==> src/shared/viu_pkg.sv <==
`default_nettype none
package viu_pkg;

  // Source bit positions in request and enable registers
  localparam int BIT_EXT    = 0;
  localparam int BIT_RELOAD = 1;
  localparam int BIT_TMRA   = 2;
  localparam int BIT_TMRB   = 3;
  localparam int BIT_PORT   = 4;
  localparam int BIT_BASE   = 5;
  localparam int NUM_SRC    = 6;

  // Register indices; byte address is four times the index
  localparam logic [13:0] IDX_REQ  = 14'h003C;
  localparam logic [13:0] IDX_ENA  = 14'h003E;
  localparam logic [13:0] IDX_CTRL = 14'h0040;
  localparam logic [13:0] IDX_STAT = 14'h0041;

  // Reset values
  localparam logic [7:0] REQ_RST  = 8'h00;
  localparam logic [7:0] ENA_RST  = 8'h00;
  localparam logic [7:0] CTRL_RST = 8'h00;
  localparam logic [7:0] P_RST    = 8'h24;

  // Status register fields
  localparam int P_I_BIT = 2;
  localparam int P_D_BIT = 3;
  localparam int P_B_BIT = 4;
  localparam int P_ONE_BIT = 5;

  // Control register fields
  localparam int CTRL_RISE_BIT = 0;

  // Vector low-byte addresses, high byte at +1
  localparam logic [15:0] VEC_BRK    = 16'h7FFE;
  localparam logic [15:0] VEC_RST    = 16'h7FFC;
  localparam logic [15:0] VEC_EXT    = 16'h7FF8;
  localparam logic [15:0] VEC_RELOAD = 16'h7FF6;
  localparam logic [15:0] VEC_TMRA   = 16'h7FF4;
  localparam logic [15:0] VEC_TMRB   = 16'h7FF2;
  localparam logic [15:0] VEC_PORT   = 16'h7FF0;
  localparam logic [15:0] VEC_BASE   = 16'h7FEE;

  localparam logic [7:0] STACK_PAGE = 8'h01;

  // Initialization length after reset release, in clock cycles
  localparam int RST_INIT_CYCLES = 6;

  typedef enum {
    ST_INIT, ST_IDLE, ST_PUSH_HI, ST_PUSH_LO, ST_PUSH_P, ST_FETCH_LO, ST_FETCH_HI, ST_LOAD
  } viu_state_e;

  // Memory request toward the CPU bus
  typedef struct packed {
    logic [15:0] addr;
    logic [7:0]  wdata;
    logic        we;
    logic        re;
  } viu_mem_s;

endpackage
`default_nettype wire

==> src/core/viu_prio_arbiter.sv <==
`timescale 1ns/1ps
`default_nettype none
module viu_prio_arbiter
  import viu_pkg::*;
(
  input  wire logic [NUM_SRC-1:0] pending,
  input  wire logic               brkReq,
  output logic                    anyReq,
  output logic [NUM_SRC-1:0]      grantHot,
  output logic [15:0]             vector,
  output logic                    isBrk
);

  // Vector table for the hardware sources
  function automatic logic [15:0] srcVector(input int idx);
    unique case (idx)
      BIT_EXT:    srcVector = VEC_EXT;
      BIT_RELOAD: srcVector = VEC_RELOAD;
      BIT_TMRA:   srcVector = VEC_TMRA;
      BIT_TMRB:   srcVector = VEC_TMRB;
      BIT_PORT:   srcVector = VEC_PORT;
      default:    srcVector = VEC_BASE;
    endcase
  endfunction

  // Lowest bit wins; break only when no hardware source waits
  always_comb begin
    grantHot = '0;
    vector   = VEC_BRK;
    isBrk    = 1'b0;
    anyReq   = 1'b0;
    for (int i = NUM_SRC-1; i >= 0; i--) begin
      if (pending[i]) begin
        grantHot = '0;
        grantHot[i] = 1'b1;
        vector   = srcVector(i);
        anyReq   = 1'b1;
      end
    end
    if (!anyReq && brkReq) begin
      isBrk  = 1'b1;
      anyReq = 1'b1;
    end
  end

endmodule
`default_nettype wire

==> src/core/viu_core.sv <==
// Function
// Software break interrupts only with I clear; vector at 7FFE/7FFF.
// Reset input must stay low at least two clocks to stop activity.
// After reset release, six-cycle initialization precedes the restart fetch.
// Initialization end sets I, clears D, loads PC from 7FFC/7FFD.
// External edge sets its flag; taken when enabled and unmasked, vector 7FF8.
// Reload event sets its flag; taken when enabled and unmasked, vector 7FF6.
// First timer overflow sets its flag; vector 7FF4 when enabled.
// Second timer overflow sets its flag; vector 7FF2 when enabled.
// Port transition sets its flag; vector 7FF0 when enabled.
// Base timer overflow sets its flag; vector 7FEE when enabled and unmasked.
// Entry pushes PC then status, sets I before vector fetch.
// Fixed priority: reset, ext, reload, timer A, timer B, port, base, break.
// Writing zero to a request bit clears that flag only.
// Entering service clears the served source's request flag.
// Request bits: base 5, port 4, timer B 3, timer A 2, reload 1, ext 0.
// Enable register uses same bit positions, one enables.
// Status bit 2 set blocks all maskable hardware sources.
// Stack pushes address page 100H-1FFH through the 8-bit pointer.
// Disabled or masked flags stay pending until served or cleared.
// Request and enable registers reset to zero.
//
// Added by the designer: the APB interface to the registers.
`timescale 1ns/1ps
`default_nettype none
module viu_core
  import viu_pkg::*;
(
  input  wire logic        clk_sys,
  input  wire logic        rst_n,
  input  wire logic        psel,
  input  wire logic        penable,
  input  wire logic        pwrite,
  input  wire logic [15:0] paddr,
  input  wire logic [31:0] pwdata,
  output logic [31:0]      prdata,
  output logic             pready,
  output logic             pslverr,
  input  wire logic        externalEdgeInput,
  input  wire logic        reloadEvent,
  input  wire logic        timerAOverflow,
  input  wire logic        timerBOverflow,
  input  wire logic        portChangeEvent,
  input  wire logic        baseTickOverflow,
  input  wire logic        brkReq,
  input  wire logic        cpuBoundary,
  input  wire logic [15:0] cpuPc,
  input  wire logic [7:0]  cpuSp,
  input  wire logic        cpuStatusWe,
  input  wire logic [7:0]  cpuStatusIn,
  output viu_mem_s         memReq,
  input  wire logic [7:0]  memRdData,
  output logic             seqBusy,
  output logic             pcLoad,
  output logic [15:0]      newPc,
  output logic             spLoad,
  output logic [7:0]       newSp,
  output logic [7:0]       statusP
);

  localparam logic [2:0] INIT_LAST = 3'(RST_INIT_CYCLES - 1);

  function automatic logic [15:0] byteAddr(input logic [13:0] idx);
    byteAddr = {idx, 2'b00};
  endfunction

  ////////////////////////////////////////////////////////////////////////////
  // Register and state declarations
  viu_state_e        st_r, st_nxt;
  logic [2:0]        initCnt_r, initCnt_nxt;
  logic [NUM_SRC-1:0] req_r, req_nxt;
  logic [NUM_SRC-1:0] ena_r, ena_nxt;
  logic [7:0]        ctrl_r, ctrl_nxt;
  logic [7:0]        p_r, p_nxt;
  logic              extPrev_r;
  logic [15:0]       vec_r, vec_nxt;
  logic              brkSel_r, brkSel_nxt;
  logic [15:0]       pcSave_r, pcSave_nxt;
  logic [7:0]        sp_r, sp_nxt;
  logic [7:0]        pcLo_r, pcLo_nxt;
  viu_mem_s          mem_r, mem_nxt;
  logic              pcLoad_r, pcLoad_nxt;
  logic [15:0]       newPc_r, newPc_nxt;
  logic              spLoad_r, spLoad_nxt;
  logic [31:0]       prdata_r, prdata_nxt;
  logic              pslverr_r, pslverr_nxt;

  logic [NUM_SRC-1:0] eventVec, pending, grantHot, swKeep, hwClr;
  logic              extEdge, anyReq, isBrk, accept, brkOk, wrAccess, setup;
  logic [15:0]       arbVector;
  logic [7:0]        pushP;

  ////////////////////////////////////////////////////////////////////////////
  // Event capture and masking
  assign extEdge = ctrl_r[CTRL_RISE_BIT] ? (externalEdgeInput & ~extPrev_r)
                                         : (~externalEdgeInput & extPrev_r);
  assign eventVec = {baseTickOverflow, portChangeEvent, timerBOverflow,
                     timerAOverflow, reloadEvent, extEdge};
  assign pending  = req_r & ena_r & {NUM_SRC{~p_r[P_I_BIT]}};
  assign brkOk    = brkReq & ~p_r[P_I_BIT];

  viu_prio_arbiter u_arb (
    .pending  (pending),
    .brkReq   (brkOk),
    .anyReq   (anyReq),
    .grantHot (grantHot),
    .vector   (arbVector),
    .isBrk    (isBrk)
  );

  // Entry only at an instruction boundary while idle
  assign accept = (st_r == ST_IDLE) && cpuBoundary && anyReq;
  assign hwClr  = accept ? grantHot : '0;

  ////////////////////////////////////////////////////////////////////////////
  // APB decode: zero wait states, data prepared during setup
  assign setup    = psel & ~penable;
  assign wrAccess = psel & penable & pwrite;
  assign swKeep   = (wrAccess && paddr == byteAddr(IDX_REQ)) ? pwdata[NUM_SRC-1:0] : '1;

  always_comb begin
    prdata_nxt  = prdata_r;
    pslverr_nxt = pslverr_r;
    if (setup) begin
      pslverr_nxt = 1'b0;
      unique case (paddr)
        byteAddr(IDX_REQ):  prdata_nxt = {26'h0, req_r};
        byteAddr(IDX_ENA):  prdata_nxt = {26'h0, ena_r};
        byteAddr(IDX_CTRL): prdata_nxt = {24'h0, ctrl_r};
        byteAddr(IDX_STAT): prdata_nxt = {23'h0, seqBusy, p_r};
        default: begin
          prdata_nxt  = 32'h0;
          pslverr_nxt = 1'b1;
        end
      endcase
    end
  end

  // Flags: an event in the clearing cycle still sets its flag
  always_comb begin
    req_nxt  = (req_r & swKeep & ~hwClr) | eventVec;
    ena_nxt  = ena_r;
    ctrl_nxt = ctrl_r;
    if (wrAccess && paddr == byteAddr(IDX_ENA)) begin
      ena_nxt = pwdata[NUM_SRC-1:0];
    end
    if (wrAccess && paddr == byteAddr(IDX_CTRL)) begin
      ctrl_nxt = pwdata[7:0];
    end
  end

  ////////////////////////////////////////////////////////////////////////////
  // Entry sequencer and its memory requests
  assign pushP = {p_r[7:6], 1'b1, brkSel_r, p_r[3:0]};

  always_comb begin
    st_nxt      = st_r;
    initCnt_nxt = initCnt_r;
    p_nxt       = p_r;
    vec_nxt     = vec_r;
    brkSel_nxt  = brkSel_r;
    pcSave_nxt  = pcSave_r;
    sp_nxt      = sp_r;
    pcLo_nxt    = pcLo_r;
    mem_nxt     = '0;
    pcLoad_nxt  = 1'b0;
    newPc_nxt   = newPc_r;
    spLoad_nxt  = 1'b0;
    if (cpuStatusWe) begin
      p_nxt = cpuStatusIn | (8'h01 << P_ONE_BIT);
    end
    unique case (st_r)
      ST_INIT: begin
        initCnt_nxt = initCnt_r + 3'h1;
        if (initCnt_r == INIT_LAST) begin
          st_nxt  = ST_FETCH_LO;
          vec_nxt = VEC_RST;
          p_nxt   = (p_r | (8'h01 << P_I_BIT)) & ~(8'h01 << P_D_BIT);
          mem_nxt = '{addr: VEC_RST, wdata: 8'h00, we: 1'b0, re: 1'b1};
        end
      end
      ST_IDLE: begin
        if (accept) begin
          st_nxt     = ST_PUSH_HI;
          vec_nxt    = arbVector;
          brkSel_nxt = isBrk;
          pcSave_nxt = cpuPc;
          sp_nxt     = cpuSp - 8'h01;
          mem_nxt    = '{addr: {STACK_PAGE, cpuSp}, wdata: cpuPc[15:8], we: 1'b1, re: 1'b0};
        end
      end
      ST_PUSH_HI: begin
        st_nxt  = ST_PUSH_LO;
        sp_nxt  = sp_r - 8'h01;
        mem_nxt = '{addr: {STACK_PAGE, sp_r}, wdata: pcSave_r[7:0], we: 1'b1, re: 1'b0};
      end
      ST_PUSH_LO: begin
        st_nxt  = ST_PUSH_P;
        sp_nxt  = sp_r - 8'h01;
        mem_nxt = '{addr: {STACK_PAGE, sp_r}, wdata: pushP, we: 1'b1, re: 1'b0};
      end
      ST_PUSH_P: begin
        st_nxt  = ST_FETCH_LO;
        p_nxt   = p_r | (8'h01 << P_I_BIT);
        mem_nxt = '{addr: vec_r, wdata: 8'h00, we: 1'b0, re: 1'b1};
      end
      ST_FETCH_LO: begin
        st_nxt  = ST_FETCH_HI;
        mem_nxt = '{addr: vec_r + 16'h0001, wdata: 8'h00, we: 1'b0, re: 1'b1};
      end
      ST_FETCH_HI: begin
        st_nxt   = ST_LOAD;
        pcLo_nxt = memRdData;
      end
      ST_LOAD: begin
        st_nxt     = ST_IDLE;
        pcLoad_nxt = 1'b1;
        newPc_nxt  = {memRdData, pcLo_r};
        spLoad_nxt = 1'b1;
      end
    endcase
  end

  ////////////////////////////////////////////////////////////////////////////
  // State registers; reset holds the sequencer in initialization
  always_ff @(posedge clk_sys or negedge rst_n) begin
    if (!rst_n) begin
      st_r      <= ST_INIT;
      initCnt_r <= 3'h0;
      req_r     <= REQ_RST[NUM_SRC-1:0];
      ena_r     <= ENA_RST[NUM_SRC-1:0];
      ctrl_r    <= CTRL_RST;
      p_r       <= P_RST;
      extPrev_r <= 1'b0;
      vec_r     <= 16'h0000;
      brkSel_r  <= 1'b0;
      pcSave_r  <= 16'h0000;
      sp_r      <= 8'h00;
      pcLo_r    <= 8'h00;
      mem_r     <= '0;
      pcLoad_r  <= 1'b0;
      newPc_r   <= 16'h0000;
      spLoad_r  <= 1'b0;
      prdata_r  <= 32'h0;
      pslverr_r <= 1'b0;
    end else begin
      st_r      <= st_nxt;
      initCnt_r <= initCnt_nxt;
      req_r     <= req_nxt;
      ena_r     <= ena_nxt;
      ctrl_r    <= ctrl_nxt;
      p_r       <= p_nxt;
      extPrev_r <= externalEdgeInput;
      vec_r     <= vec_nxt;
      brkSel_r  <= brkSel_nxt;
      pcSave_r  <= pcSave_nxt;
      sp_r      <= sp_nxt;
      pcLo_r    <= pcLo_nxt;
      mem_r     <= mem_nxt;
      pcLoad_r  <= pcLoad_nxt;
      newPc_r   <= newPc_nxt;
      spLoad_r  <= spLoad_nxt;
      prdata_r  <= prdata_nxt;
      pslverr_r <= pslverr_nxt;
    end
  end

  // Outputs
  assign prdata  = prdata_r;
  assign pready  = 1'b1;
  assign pslverr = pslverr_r & psel & penable;
  assign memReq  = mem_r;
  assign seqBusy = (st_r != ST_IDLE);
  assign pcLoad  = pcLoad_r;
  assign newPc   = newPc_r;
  assign spLoad  = spLoad_r;
  assign newSp   = sp_r;
  assign statusP = p_r;

  ////////////////////////////////////////////////////////////////////////////
  // Assertions
  AST_INIT_LEN: assert property (@(posedge clk_sys) disable iff (!rst_n)
    (st_r == ST_FETCH_LO && $past(st_r) == ST_INIT) |-> $past(initCnt_r) == INIT_LAST)
    else $error("initialization length wrong");

  AST_RST_FLAGS: assert property (@(posedge clk_sys) disable iff (!rst_n)
    (st_r == ST_FETCH_LO && $past(st_r) == ST_INIT) |->
      p_r[P_I_BIT] && !p_r[P_D_BIT] && mem_r.re && mem_r.addr == VEC_RST)
    else $error("restart entry flags or vector wrong");

  AST_EVT_SET: assert property (@(posedge clk_sys) disable iff (!rst_n)
    (|eventVec) |=> ((req_r & $past(eventVec)) == $past(eventVec)))
    else $error("event did not set its flag");

  AST_SW_CLR: assert property (@(posedge clk_sys) disable iff (!rst_n)
    (swKeep != '1 && eventVec == '0 && !accept) |=> req_r == ($past(req_r) & $past(swKeep)))
    else $error("software clear touched other flags");

  AST_AUTO_CLR: assert property (@(posedge clk_sys) disable iff (!rst_n)
    (accept && !isBrk) |=> (req_r & $past(grantHot)) == ($past(eventVec) & $past(grantHot)))
    else $error("served flag not cleared");

  AST_MASKED: assert property (@(posedge clk_sys) disable iff (!rst_n)
    (st_r == ST_IDLE && p_r[P_I_BIT]) |=> (st_r == ST_IDLE))
    else $error("entry taken while masked");

  AST_PRIO: assert property (@(posedge clk_sys) disable iff (!rst_n)
    (accept && !isBrk) |-> ((req_r & ena_r & (grantHot - 6'h01)) == 6'h00))
    else $error("lower priority source won");

  AST_PUSH_ORDER: assert property (@(posedge clk_sys) disable iff (!rst_n)
    accept |=> (mem_r.we && mem_r.addr[15:8] == STACK_PAGE && mem_r.wdata == $past(cpuPc[15:8]))
      ##1 (mem_r.we && mem_r.addr[15:8] == STACK_PAGE)
      ##1 (mem_r.we && mem_r.wdata[P_B_BIT] == brkSel_r)
      ##1 (p_r[P_I_BIT] && mem_r.re && mem_r.addr == vec_r))
    else $error("entry push order wrong");

  AST_PC_LOAD: assert property (@(posedge clk_sys) disable iff (!rst_n)
    (st_r == ST_FETCH_HI) |=> ##1 (pcLoad && newPc[7:0] == $past(memRdData, 2)))
    else $error("vector not loaded");

endmodule
`default_nettype wire

==> config.mk <==
export PLATFORM = sky130hd
export DESIGN_NAME = viu_core
export DESIGN_NICKNAME = d
export VERILOG_FILES = /design/src/shared/viu_pkg.sv /design/src/core/viu_prio_arbiter.sv /design/src/core/viu_core.sv
export SDC_FILE = /design/constraint.sdc
export NUM_CORES = 1
export LEC_CHECK = 0
export BUFFER_PORTS_ARGS = -buffer_cell sky130_fd_sc_hd__buf_2
export CORE_AREA = 8 8 105 203
export DETAILED_ROUTE_END_ITERATION = 8
export DIE_AREA = 0 0 113 211
export PLACE_DENSITY = 0.6
export SLEW_MARGIN = 30
export SYNTH_ARGS = -nofsm -noshare
export SYNTH_HDL_FRONTEND = slang
export SYNTH_SLANG_ARGS = --single-unit
==> constraint.sdc <==
create_clock -name clk_sys -period 5.4 [get_ports clk_sys]
set_clock_uncertainty 0.1 [all_clocks]
set_input_delay 1.08 -clock clk_sys [delete_from_list [all_inputs] [get_ports clk_sys]]
set_output_delay 1.08 -clock clk_sys [all_outputs]
set_load 0.005 [all_outputs]
==> key figures, run 1 <==
Timing
  • Setup_tns: 0 ps
  • Fin Hold WS: 379 ps
  • Minimum clock period: 3170 ps
  • Final Hold Fails: 0
  • Slew @ Worst Pin: 846 ps
  • RSZ-0062 raised after global routing: no
  • Crit share post-route: 58.7%
  • Rel. slew slack: 43.4%
  • Max Slew Vio Count: 0
  • Post-route setup slack: 2230 ps
  • Fmax achieved: 0.315 GHz
  • Setup violators final: 0

Power and ir drop
  • Pwr Density: 465 nW/um^2
  • Total power: 3080 uW
  • Gate power share: 32.9%
  • Leakage: 0.00328 uW
  • Maximum vdd drop: 0.000194 V
  • Power share of the sequential group: 43.2%
  • Clock power frac: 23.9%
  • Pint: 2010 uW
  • Switching power: 1070 uW
  • Switching Fraction: 34.7%

Place
  • Placed insts: 845
  • RePlAce Congestion: 0.802
  • Placed wire-length estimate: 12600 um
  • Port Buf Inserts: 146
  • Pre-CTS WS: 2330 ps

GRT
  • Vias in the first global route: 4593
  • Largest net degree at the start of global routing: 50
  • First-pass GRT wire length: 25500 um
  • Congestion Overflow GR: 0
  • Initial antenna violation count: 1
  • GRT Overall Usage: 13.9%

Floorplan
  • Die area: 23800 um^2
  • Die Span X: 113 um
  • Initial core utilization: 29.4%
  • Io pins: 197
  • Site Rows: 71
  • Core Area: 18700 um^2
  • Die Y: 211 um

Final layout
  • Share of post-route cells with drive strength above 1: 35.8%
  • Fillers: 1925
  • Cell Count, Final, Fillers Out: 861
  • Final Net Count: 742
  • ANT cells: 0
  • Synthesis-to-layout area growth: 20.7%

Clocking
  • CTS clock-pin slew for the worst setup and hold paths: 80 ps
  • Worst-skew pair later-pin latency: 370 ps
  • Post-CTS Resized: 0
  • Clock buffer depth: 2
  • Clk sinks: 112
  • Num CTS Buffers: 9
  • Setup Buffers After CTS: 0
  • CTS tree: yes
  • Cts hold-fix bufs: 0
  • # H-tree levels: 3
  • Clock root buffer: clkbuf_16

Synth
  • EDFF count, synth: 0
  • Post-Syn Instances: 502
  • Adder-cell share of the synthesized area: 0.685%
  • Yosys reg bits: 112
  • Xor and xnor fraction of the mapped netlist area: 0.319%
  • Post-synthesis average cell area: 10.9 um^2
  • Multiplexer share of the synthesized area: 12.3%
  • Post-synth top flop: dfrtp_1
  • Ys Warns: 0
  • Proportion of synthesized chip area in sequential cells: 51.2%
  • Synth Area in Compound Gates: 13.6%
  • Simple-Gate Fraction of Synth Area: 14.3%
  • Post-Syn Area: 5480 um^2
  • Post-synth ARST share: 100%
  • Largest family of logic cells by synthesized area: simple AND/OR/NAND/NOR gates
  • Distinct cells, synth: 70

Drt
  • Detailed-route DRC error count: 0
  • Drt total wl: 16300 um
  • Avg WL per Cell: 18.9 um
  • Via-to-Cell Ratio: 4.94
  • TritonRoute pass-1 iters: 5
  • Routed Antenna Nets: 0
  • Initial drt markers: 168
  • Vias: 4253

Worst setup path
  • CP Data Required Time: 4220 ps
  • CP Launch Type: flop
  • Critical Path End Type: output port
  • Critical path class: flop to output port
  • Arr. time, crit path: 1990 ps
  • Crit-path max FO: 19

Status
  • Status: completed

Flow run
  • Total of max-cap violations: 0

Hold path
  • Worst min-delay path class: flop to flop
==> power groups by stage <==
stage,Clock [uW],Combinational (uW),Sequential [uW]
floorplan,0,679,1280
global placement,0,1010,1340
detailed placement,0,1030,1350
CTS,761,1030,1330
global route,791,1120,1380
finish,736,1010,1330
==> critical path: stages, from the launching register on <==
cell,delay [ps]
dfrtp_1,620
nor3b_4,600
inv_1,210
buf_2,190
==> cell type report <==
cell class,count,area (um^2),area share [%]
repair buffers,150,783,11.8
clock inverters,6,91.3,1.38
flip-flops and latches,112,2810,42.4
multi-input cells,342,2350,35.6
clock buffers,10,229,3.46
inverters,22,82.6,1.25
well taps,219,274,4.14
==> layout by cell type, fill, tap and decap left out, types with 3 or more instances in the layout <==
| master | synthesis | layout |
|---|---|---|
| mux2_2 | 43 | 43 |
| nor2_1 | 27 | 27 |
| o21ai_0 | 12 | 12 |
| mux2i_1 | 16 | 16 |
| o21a_1 | 4 | 4 |
| nor3_1 | 10 | 10 |
| nand2_1 | 60 | 60 |
| and3_1 | 6 | 6 |
| nand2b_1 | 5 | 5 |
| clkbuf_16 | 0 | 9 |
| dfrtp_1 | 110 | 110 |
| buf_2 | 5 | 145 |
| inv_1 | 22 | 22 |
| conb_1 | 2 | 25 |
| a221o_1 | 4 | 4 |
| buf_4 | 34 | 4 |
| nand4_1 | 6 | 6 |
| o22ai_1 | 4 | 4 |
| a21oi_1 | 17 | 17 |
| nor2b_1 | 3 | 3 |
| o32ai_1 | 3 | 3 |
| nor4_1 | 3 | 3 |
| a21o_1 | 5 | 5 |
| a22o_1 | 4 | 4 |
| a22oi_1 | 5 | 5 |
| a211o_1 | 3 | 3 |
| o31ai_1 | 3 | 3 |
| a222oi_1 | 8 | 8 |
| ha_1 | 3 | 3 |
| nand3_1 | 9 | 9 |
| nand3b_1 | 5 | 5 |
==> synth_stat cells, drive strengths merged, types with 8 or more instances <==
master / instances / area (um^2)
dfrtp: 110 / 2750
nand2: 62 / 248
mux2: 45 / 514
buf: 43 / 310
nor2: 28 / 108
inv: 22 / 82.6
a21oi: 17 / 85.1
mux2i: 16 / 160
o21ai: 14 / 73.8
nand3: 10 / 55.1
nor3: 10 / 50.1
a222oi: 8 / 80.1
==> layer usage <==
metal / vias up / share of wire [%] / track usage (%) / wire, um
li1: 2024 / - / - / -
met1: 2079 / 37 / 14.4 / 6070
met2: 131 / 55 / 25.9 / 9000
met3: 17 / 5.7 / 3.72 / 929
met4: 2 / 1.8 / 5.27 / 292
met5: - / 0.061 / 0 / 10
==> flip-flops by register name (all words and copies together) (netlist names), 3 cells and up <==
signal and count:
memReq 20, newPc 16, prdata 9, ctrl_r 8, newSp 8, pcLo_r 8
pcSave_r 8, statusP 8, ena_r 6, req_r 6, vec_r 5, initCnt_r 3
st_r 3
==> through the flow <==
step                      cell area [um^2]  util, %
after floorplan                       5570        -
after global placement                6270     33.6
after detailed placement              6300     33.8
after CTS                             6620     35.5
after global routing                  6620     35.5
final                                 6620     35.5
==> logic make-up (layout without fill, tap and decap cells) <==
group                      count (synthesis)  count (layout)
xor gates and xnor gates                   2               2
adders and majority gates                  3               3
AOI/OAI and AO/OA                         99              99
and+or+nand+nor                          152             152
muxes                                     61              61
other                                      2              25
buffers and inverters                     71             188
DFF                                      112             112
==> final timing paths <==
path / startpoint / to / slack [ps] / cells past startpoint
setup / recovery: st_r[1]$_DFFE_PN0P_ / seqBusy / 2230 / 3
hold / removal: pcSave_r[7]$_DFFE_PN0P_ / pcSave_r[7]$_DFFE_PN0P_ / 380 / 2
setup reg to reg: st_r[2]$_DFFE_PN0P_ / newSp[4]$_DFFE_PN0P_ / 2510 / 8
hold reg to reg: pcSave_r[7]$_DFFE_PN0P_ / pcSave_r[7]$_DFFE_PN0P_ / 380 / 2
max in group asynchronous: rst_n / newPc[10]$_DFFE_PN0P_ / 3510 / 3
min in group asynchronous: rst_n / ena_r[0]$_DFFE_PN0P_ / 540 / 1
Note: power is estimated with default switching activity, not from simulation.
==> run 2: changes to the inputs <==
- PLACE_DENSITY: 0.6 -> 0.62
- clock period: 5.4 -> 2.6 ns (I/O delays scaled with it)
==> run 2 against run 1 <==
Design area up 1.5%; wire length rose by 0.14%; flip-flop and latch count unchanged; register-to-register slack worse by 2200 ps; total power grew 100%; first-iteration DRC count down 3.0%; non-clock buffer count grew 18; clock power rose by 79%; count of clock-buffer cells in the layout is the same.
==> key figures, run 2 (synthesized netlist as in run 1, its figures left out) <==
Status
  • Status: completed (unchanged)

Clocking
  • Clock root buffer: clkbuf_16 (unchanged)
  • # H-tree levels: 3 (unchanged)
  • Clock buffer depth: 2 (unchanged)
  • Num CTS Buffers: 9 (unchanged)
  • Setup Buffers After CTS: 0 (unchanged)
  • Cts hold-fix bufs: 0 (unchanged)
  • CTS tree: yes (unchanged)
  • Worst-skew pair later-pin latency: 360 ps (was 370 ps)
  • Post-CTS Resized: 0 (unchanged)
  • Clk sinks: 112 (unchanged)
  • CTS clock-pin slew for the worst setup and hold paths: 80 ps (about the same)

Worst setup path
  • Critical Path End Type: flop (was output port)
  • Crit-path max FO: 11 (was 19)
  • CP Data Required Time: 2770 ps (was 4220 ps)
  • Buf/Inv on CP: 1 (was 2)
  • CP top delay family: simple AND/OR/NAND/NOR gates (was flip-flops)
  • CP Cell Sequence: nand2b_1 -> buf_4 -> mux2i_1 -> nor4_1 -> o21ai_0 -> a211oi_1 (was nor3b_4 -> inv_1 -> buf_2)
  • Arr. time, crit path: 2430 ps (was 1990 ps)
  • Largest stage delay, worst path: 470 ps (was 620 ps)
  • CP Launch Type: flop (unchanged)
  • Critical path class: flop to flop (was flop to output port)
  • Slowest-stage cell, CP: nor4_1 (was dfrtp_1)

Floorplan
  • Initial core utilization: 29.4% (unchanged)
  • Io pins: 197 (unchanged)
  • Die Span X: 113 um (unchanged)
  • Die Y: 211 um (unchanged)
  • Die area: 23800 um^2 (unchanged)
  • Core Area: 18700 um^2 (unchanged)
  • Site Rows: 71 (unchanged)

Drt
  • Initial drt markers: 163 (was 168)
  • Detailed-route DRC error count: 0 (unchanged)
  • Drt total wl: 16300 um (about the same)
  • TritonRoute pass-1 iters: 4 (was 5)
  • Avg WL per Cell: 18.6 um (was 18.9 um)
  • Via-to-Cell Ratio: 4.94 (about the same)
  • Routed Antenna Nets: 0 (unchanged)
  • Vias: 4347 (was 4253)

Timing
  • Fmax achieved: 0.441 GHz
  • Setup_tns: 0 ps (unchanged)
  • Setup violators final: 0 (unchanged)
  • Slew @ Worst Pin: 711 ps (was 846 ps)
  • Max Slew Vio Count: 0 (unchanged)
  • RSZ-0062 raised after global routing: no (unchanged)
  • Fin Hold WS: 48.5 ps (was 379 ps)
  • Minimum clock period: 2270 ps
  • Rel. slew slack: 52.6% (was 43.4%)
  • Final Hold Fails: 0 (unchanged)
  • Crit share post-route: 87.2%

Place
  • Placed wire-length estimate: 12800 um (was 12600 um)
  • RePlAce Congestion: 0.812 (was 0.802)
  • Port Buf Inserts: 146 (unchanged)

GRT
  • Vias in the first global route: 4603 (was 4593)
  • GR Util met1: 15.0% (was 14.4%)
  • Most Crowded Layer GR: met2 (unchanged)
  • GRT Overall Usage: 13.8% (was 13.9%)
  • Initial antenna violation count: 2 (was 1)
  • Met2 GRT Util: 24.8% (was 25.9%)
  • Met3 usage: 2.86% (was 3.72%)
  • First-pass GRT wire length: 25400 um (was 25500 um)
  • Largest net degree at the start of global routing: 42 (was 50)
  • Congestion Overflow GR: 0 (unchanged)

Power and ir drop
  • Maximum vdd drop: 0.000331 V (was 0.000194 V)
  • Switching power: 2210 uW (was 1070 uW)
  • Pwr Density: 938 nW/um^2 (was 465 nW/um^2)
  • Leakage: 0.00335 uW (was 0.00328 uW)
  • Gate power share: 36.6% (was 32.9%)
  • Power share of the sequential group: 42.4% (was 43.2%)
  • Clock power frac: 20.9% (was 23.9%)
  • Switching Fraction: 35.1% (was 34.7%)
  • Total power: 6300 uW (was 3080 uW)
  • Pint: 4080 uW (was 2010 uW)

Final layout
  • Synthesis-to-layout area growth: 22.5% (was 20.7%)
  • Most frequent cells in the layout: buf_2 (145), dfrtp_1 (110), nand2_1 (60) (unchanged)
  • Final Net Count: 760 (was 742)
  • Fin util: 36.0% (was 35.5%)
  • Largest register FFs: 20 (unchanged)
  • Share of post-route cells with drive strength above 1: 37.6% (was 35.8%)
  • Commonest non-fill, non-tap cell in the layout: buf_2 (unchanged)

Flow run
  • Total of max-cap violations: 0 (unchanged)

Hold path
  • Worst min-delay path class: input pin to asynchronous set/reset pin (was flop to flop)
-- run 2: changes by cell type in the layout (fill, tap and decap cells not counted), sizes merged --
cell	previous run	this run
buf	150	168
bufinv	2	0
clkinv	2	3
diode	0	1
inv	24	25
-- run 2: layout make-up --
cell class | instances | area, um^2
inverters | 22 | 82.6
diodes | 1 | 2.50
repair buffers | 168 | 923
well taps | 219 | 274
flip-flops and latches | 112 | 2810
fillers | 1931 | 11900
clock buffers | 10 | 229
multi-input cells | 342 | 2360
clock inverters | 6 | 41.3
-- run 2: power groups by stage --
stage	Sequential, uW	Clock [uW]	Combinational [uW]
after floorplan	2660	0	1410
after global placement	2690	0	2320
after detailed placement	2710	0	2360
after CTS	2680	1360	2370
after global routing	2760	1420	2590
final	2670	1320	2310
-- run 2: final timing paths --
check / start / end / slack (ps) / cells after the start
max: st_r[2]$_DFFE_PN0P_ / newSp[7]$_DFFE_PN0P_ / 330 / 6
min: rst_n / newPc[9]$_DFFE_PN0P_ / 50 / 1
max reg2reg: st_r[2]$_DFFE_PN0P_ / newSp[7]$_DFFE_PN0P_ / 330 / 6
min reg2reg: vec_r[13]$_DFFE_PN0P_ / vec_r[13]$_DFFE_PN0P_ / 380 / 1
max in group asynchronous: rst_n / statusP[5]$_DFFE_PN1P_ / 1670 / 2
min in group clk_sys: externalEdgeInput / extPrev_r$_DFF_PN0_ / 200 / 1
-- run 2: per-stage QoR --
| step | instance area [um^2] | worst slack, ps | std cells |
|---|---|---|---|
| after floorplan | 5570 | 179 | 525 |
| after global placement | 6430 | 183 | 863 |
| after detailed placement | 6440 | 142 | 863 |
| after CTS | 6710 | 322 | 879 |
| after global routing | 6720 | 139 | 880 |
| final | 6720 | 334 | 880 |
-- run 2: worst register-to-register path, delay by kind of cell (launching register included) --
family / cells / cell delay [ps]
and+or+nand+nor: 2 / 820
buffers and inverters: 1 / 270
AOI/OAI and AO/OA: 2 / 390
muxes: 1 / 170
DFF: 1 / 430
-- run 2: routing by layer --
metal | wire length (um) | part of all wire, % | vias to the layer above
li1 | - | - | 2065
met1 | 6250 | 38 | 2124
met2 | 8880 | 54 | 136
met3 | 824 | 5.0 | 20
met4 | 352 | 2.2 | 2
met5 | 13 | 0.080 | -
==> run 3: changes to the inputs <==
- PLACE_DENSITY: 0.62 -> 0.6
- clock period: 2.6 -> 2.61 ns (I/O delays scaled with it)
==> run 3 against run 2 <==
Via count down 1.2%; worst hold slack worse by 13 ps; flip-flop and latch count unchanged; worst setup slack worse by 97 ps; maximum frequency down 4.5%; highest routed layer unchanged; combinational power down 3%; largest power group unchanged; total power up 0.95%.
==> key figures, run 3 (synthesized netlist as in run 1, its figures left out) <==
Final layout
  • Synthesis-to-layout area growth: 23.4% (was 22.5%)
  • Post-route cell area: 6770 um^2 (was 6720 um^2)
  • Commonest non-fill, non-tap cell in the layout: buf_2 (unchanged)
  • Area occupied by multi-input gates: 2350 um^2 (was 2360 um^2)
  • ANT cells: 0 (was 1)
  • Final Net Count: 763 (was 760)
  • Fillers: 1929 (was 1931)
  • Share of post-route cells with drive strength above 1: 38.0% (was 37.6%)
  • Sequential Area: 2810 um^2 (unchanged)
  • Most frequent cells in the layout: buf_2 (145), dfrtp_1 (110), nand2_1 (60) (unchanged)
  • Largest register FFs: 20 (unchanged)

Timing
  • Fin Hold WS: 35.5 ps (was 48.5 ps)
  • Slew @ Worst Pin: 704 ps (was 711 ps)
  • Setup violators final: 0 (unchanged)
  • Fmax achieved: 0.421 GHz (was 0.441 GHz)
  • Final Hold Fails: 0 (unchanged)
  • RSZ-0062 raised after global routing: no (unchanged)
  • Max Slew Vio Count: 0 (unchanged)
  • Crit share post-route: 90.9% (was 87.2%)
  • Rel. slew slack: 52.9% (was 52.6%)
  • Minimum clock period: 2370 ps (was 2270 ps)
  • Setup_tns: 0 ps (unchanged)

Floorplan
  • Initial core utilization: 29.4% (unchanged)
  • Die Y: 211 um (unchanged)
  • Core Area: 18700 um^2 (unchanged)
  • Site Rows: 71 (unchanged)
  • Io pins: 197 (unchanged)
  • Die Span X: 113 um (unchanged)
  • Die area: 23800 um^2 (unchanged)

Worst setup path
  • Critical Path End Type: flop (unchanged)
  • FF-to-FF End: newSp[7]$_DFFE_PN0P_ (unchanged)
  • Crit-path max FO: 10 (was 11)
  • CP Data Required Time: 2780 ps (was 2770 ps)
  • R2R depth: 6 (unchanged)
  • Arr. time, crit path: 2540 ps (was 2430 ps)
  • CP Launch Type: flop (unchanged)
  • R2R Setup Slk: 240 ps (was 330 ps)
  • Critical path class: flop to flop (unchanged)
  • Reg-to-Reg Start: st_r[1]$_DFFE_PN0P_ (was st_r[2]$_DFFE_PN0P_)

Power and ir drop
  • Leakage: 0.00337 uW (was 0.00335 uW)
  • Maximum vdd drop: 0.000369 V (was 0.000331 V)
  • Pwr Density: 939 nW/um^2 (was 938 nW/um^2)

Clocking
  • Clock root buffer: clkbuf_16 (unchanged)
  • # H-tree levels: 3 (unchanged)
  • Post-CTS Resized: 0 (unchanged)
  • Clk sinks: 112 (unchanged)
  • Num CTS Buffers: 9 (unchanged)
  • Setup Buffers After CTS: 0 (unchanged)
  • CTS clock-pin slew for the worst setup and hold paths: 80 ps (about the same)
  • Clock buffer depth: 2 (unchanged)
  • CTS tree: yes (unchanged)
  • Worst-skew pair later-pin latency: 360 ps (about the same)
  • Cts hold-fix bufs: 0 (unchanged)

Status
  • Status: completed (unchanged)

Drt
  • Routed Antenna Nets: 0 (unchanged)
  • Initial drt markers: 166 (was 163)
  • Via-to-Cell Ratio: 4.87 (was 4.94)
  • Detailed-route DRC error count: 0 (unchanged)
  • Avg WL per Cell: 18.5 um (was 18.6 um)
  • Vias: 4296 (was 4347)
  • TritonRoute pass-1 iters: 5 (was 4)
  • Drt total wl: 16400 um (was 16300 um)

Hold path
  • Worst min-delay path class: input pin to asynchronous set/reset pin (unchanged)

GRT
  • GRT Overall Usage: 13.9% (was 13.8%)
  • Congestion Overflow GR: 0 (unchanged)
  • First-pass GRT wire length: 25300 um (was 25400 um)
  • Initial antenna violation count: 1 (was 2)
  • Vias in the first global route: 4584 (was 4603)
  • Largest net degree at the start of global routing: 36 (was 42)

Place
  • RePlAce Congestion: 0.857 (was 0.812)
  • Placed Area: 6460 um^2 (was 6440 um^2)
  • Port Buf Inserts: 146 (unchanged)
  • Placed wire-length estimate: 12900 um (was 12800 um)

Flow run
  • Total of max-cap violations: 0 (unchanged)
==> run 3: report_power, final <==
part | total, uW | internal, uW | switching, uW
combinational | 2230 | 1080 | 1140
sequential | 2700 | 2310 | 394
clock | 1430 | 775 | 653
total | 6360 | 4160 | 2190
==> run 3: critical path, cell delays in order, from the launching register on <==
cell and delay, ps:
dfrtp_1 570, nand2b_1 270, buf_4 250, mux2i_1 170, nor4_1 490, o21ai_0 150, a211oi_1 270
==> run 3: area by class of cell <==
cell class / instances / area share [%]
Clock buffer: 10 / 3.53
Multi-Input combinational cell: 342 / 34.8
Sequential cell: 112 / 41.4
Timing Repair Buffer: 171 / 14.0
Clock inverter: 6 / 0.998
Tap cell: 219 / 4.05
Inverter: 22 / 1.22
==> run 3: metrics by stage <==
| step | std cells | worst slack [ps] | power, uW | utilization [%] |
|---|---|---|---|---|
| 2_1_floorplan | 525 | 189 | 4050 | - |
| 3_3_place_gp | 866 | 279 | 4970 | 34.6 |
| 3_5_place_dp | 866 | 281 | 5020 | 34.6 |
| 4_1_cts | 882 | 233 | 6480 | 36.3 |
| 5_1_grt | 882 | 15.1 | 6830 | 36.3 |
| 6_report | 882 | 237 | 6360 | 36.3 |
==> run 3: layer usage <==
metal	routed length (um)	global-route usage, %	vias to the layer above
met5	8	0	-
met4	499	6.85	2
met3	818	3.09	28
met2	9000	25.8	130
met1	6030	14.2	2072
li1	-	-	2064
==> run 3: how the worst max path moves through the flow <==
| stage | startpoint | end | cells after the start |
|---|---|---|---|
| after floorplan | st_r[1]$_DFFE_PN0P_ | newSp[4]$_DFFE_PN0P_ | 11 |
| after detailed placement | st_r[1]$_DFFE_PN0P_ | newSp[7]$_DFFE_PN0P_ | 6 |
| final | st_r[1]$_DFFE_PN0P_ | newSp[7]$_DFFE_PN0P_ | 6 |
| after global routing | st_r[1]$_DFFE_PN0P_ | newSp[7]$_DFFE_PN0P_ | 6 |
| after global placement | st_r[1]$_DFFE_PN0P_ | newSp[7]$_DFFE_PN0P_ | 6 |
| after CTS | st_r[1]$_DFFE_PN0P_ | newSp[7]$_DFFE_PN0P_ | 6 |
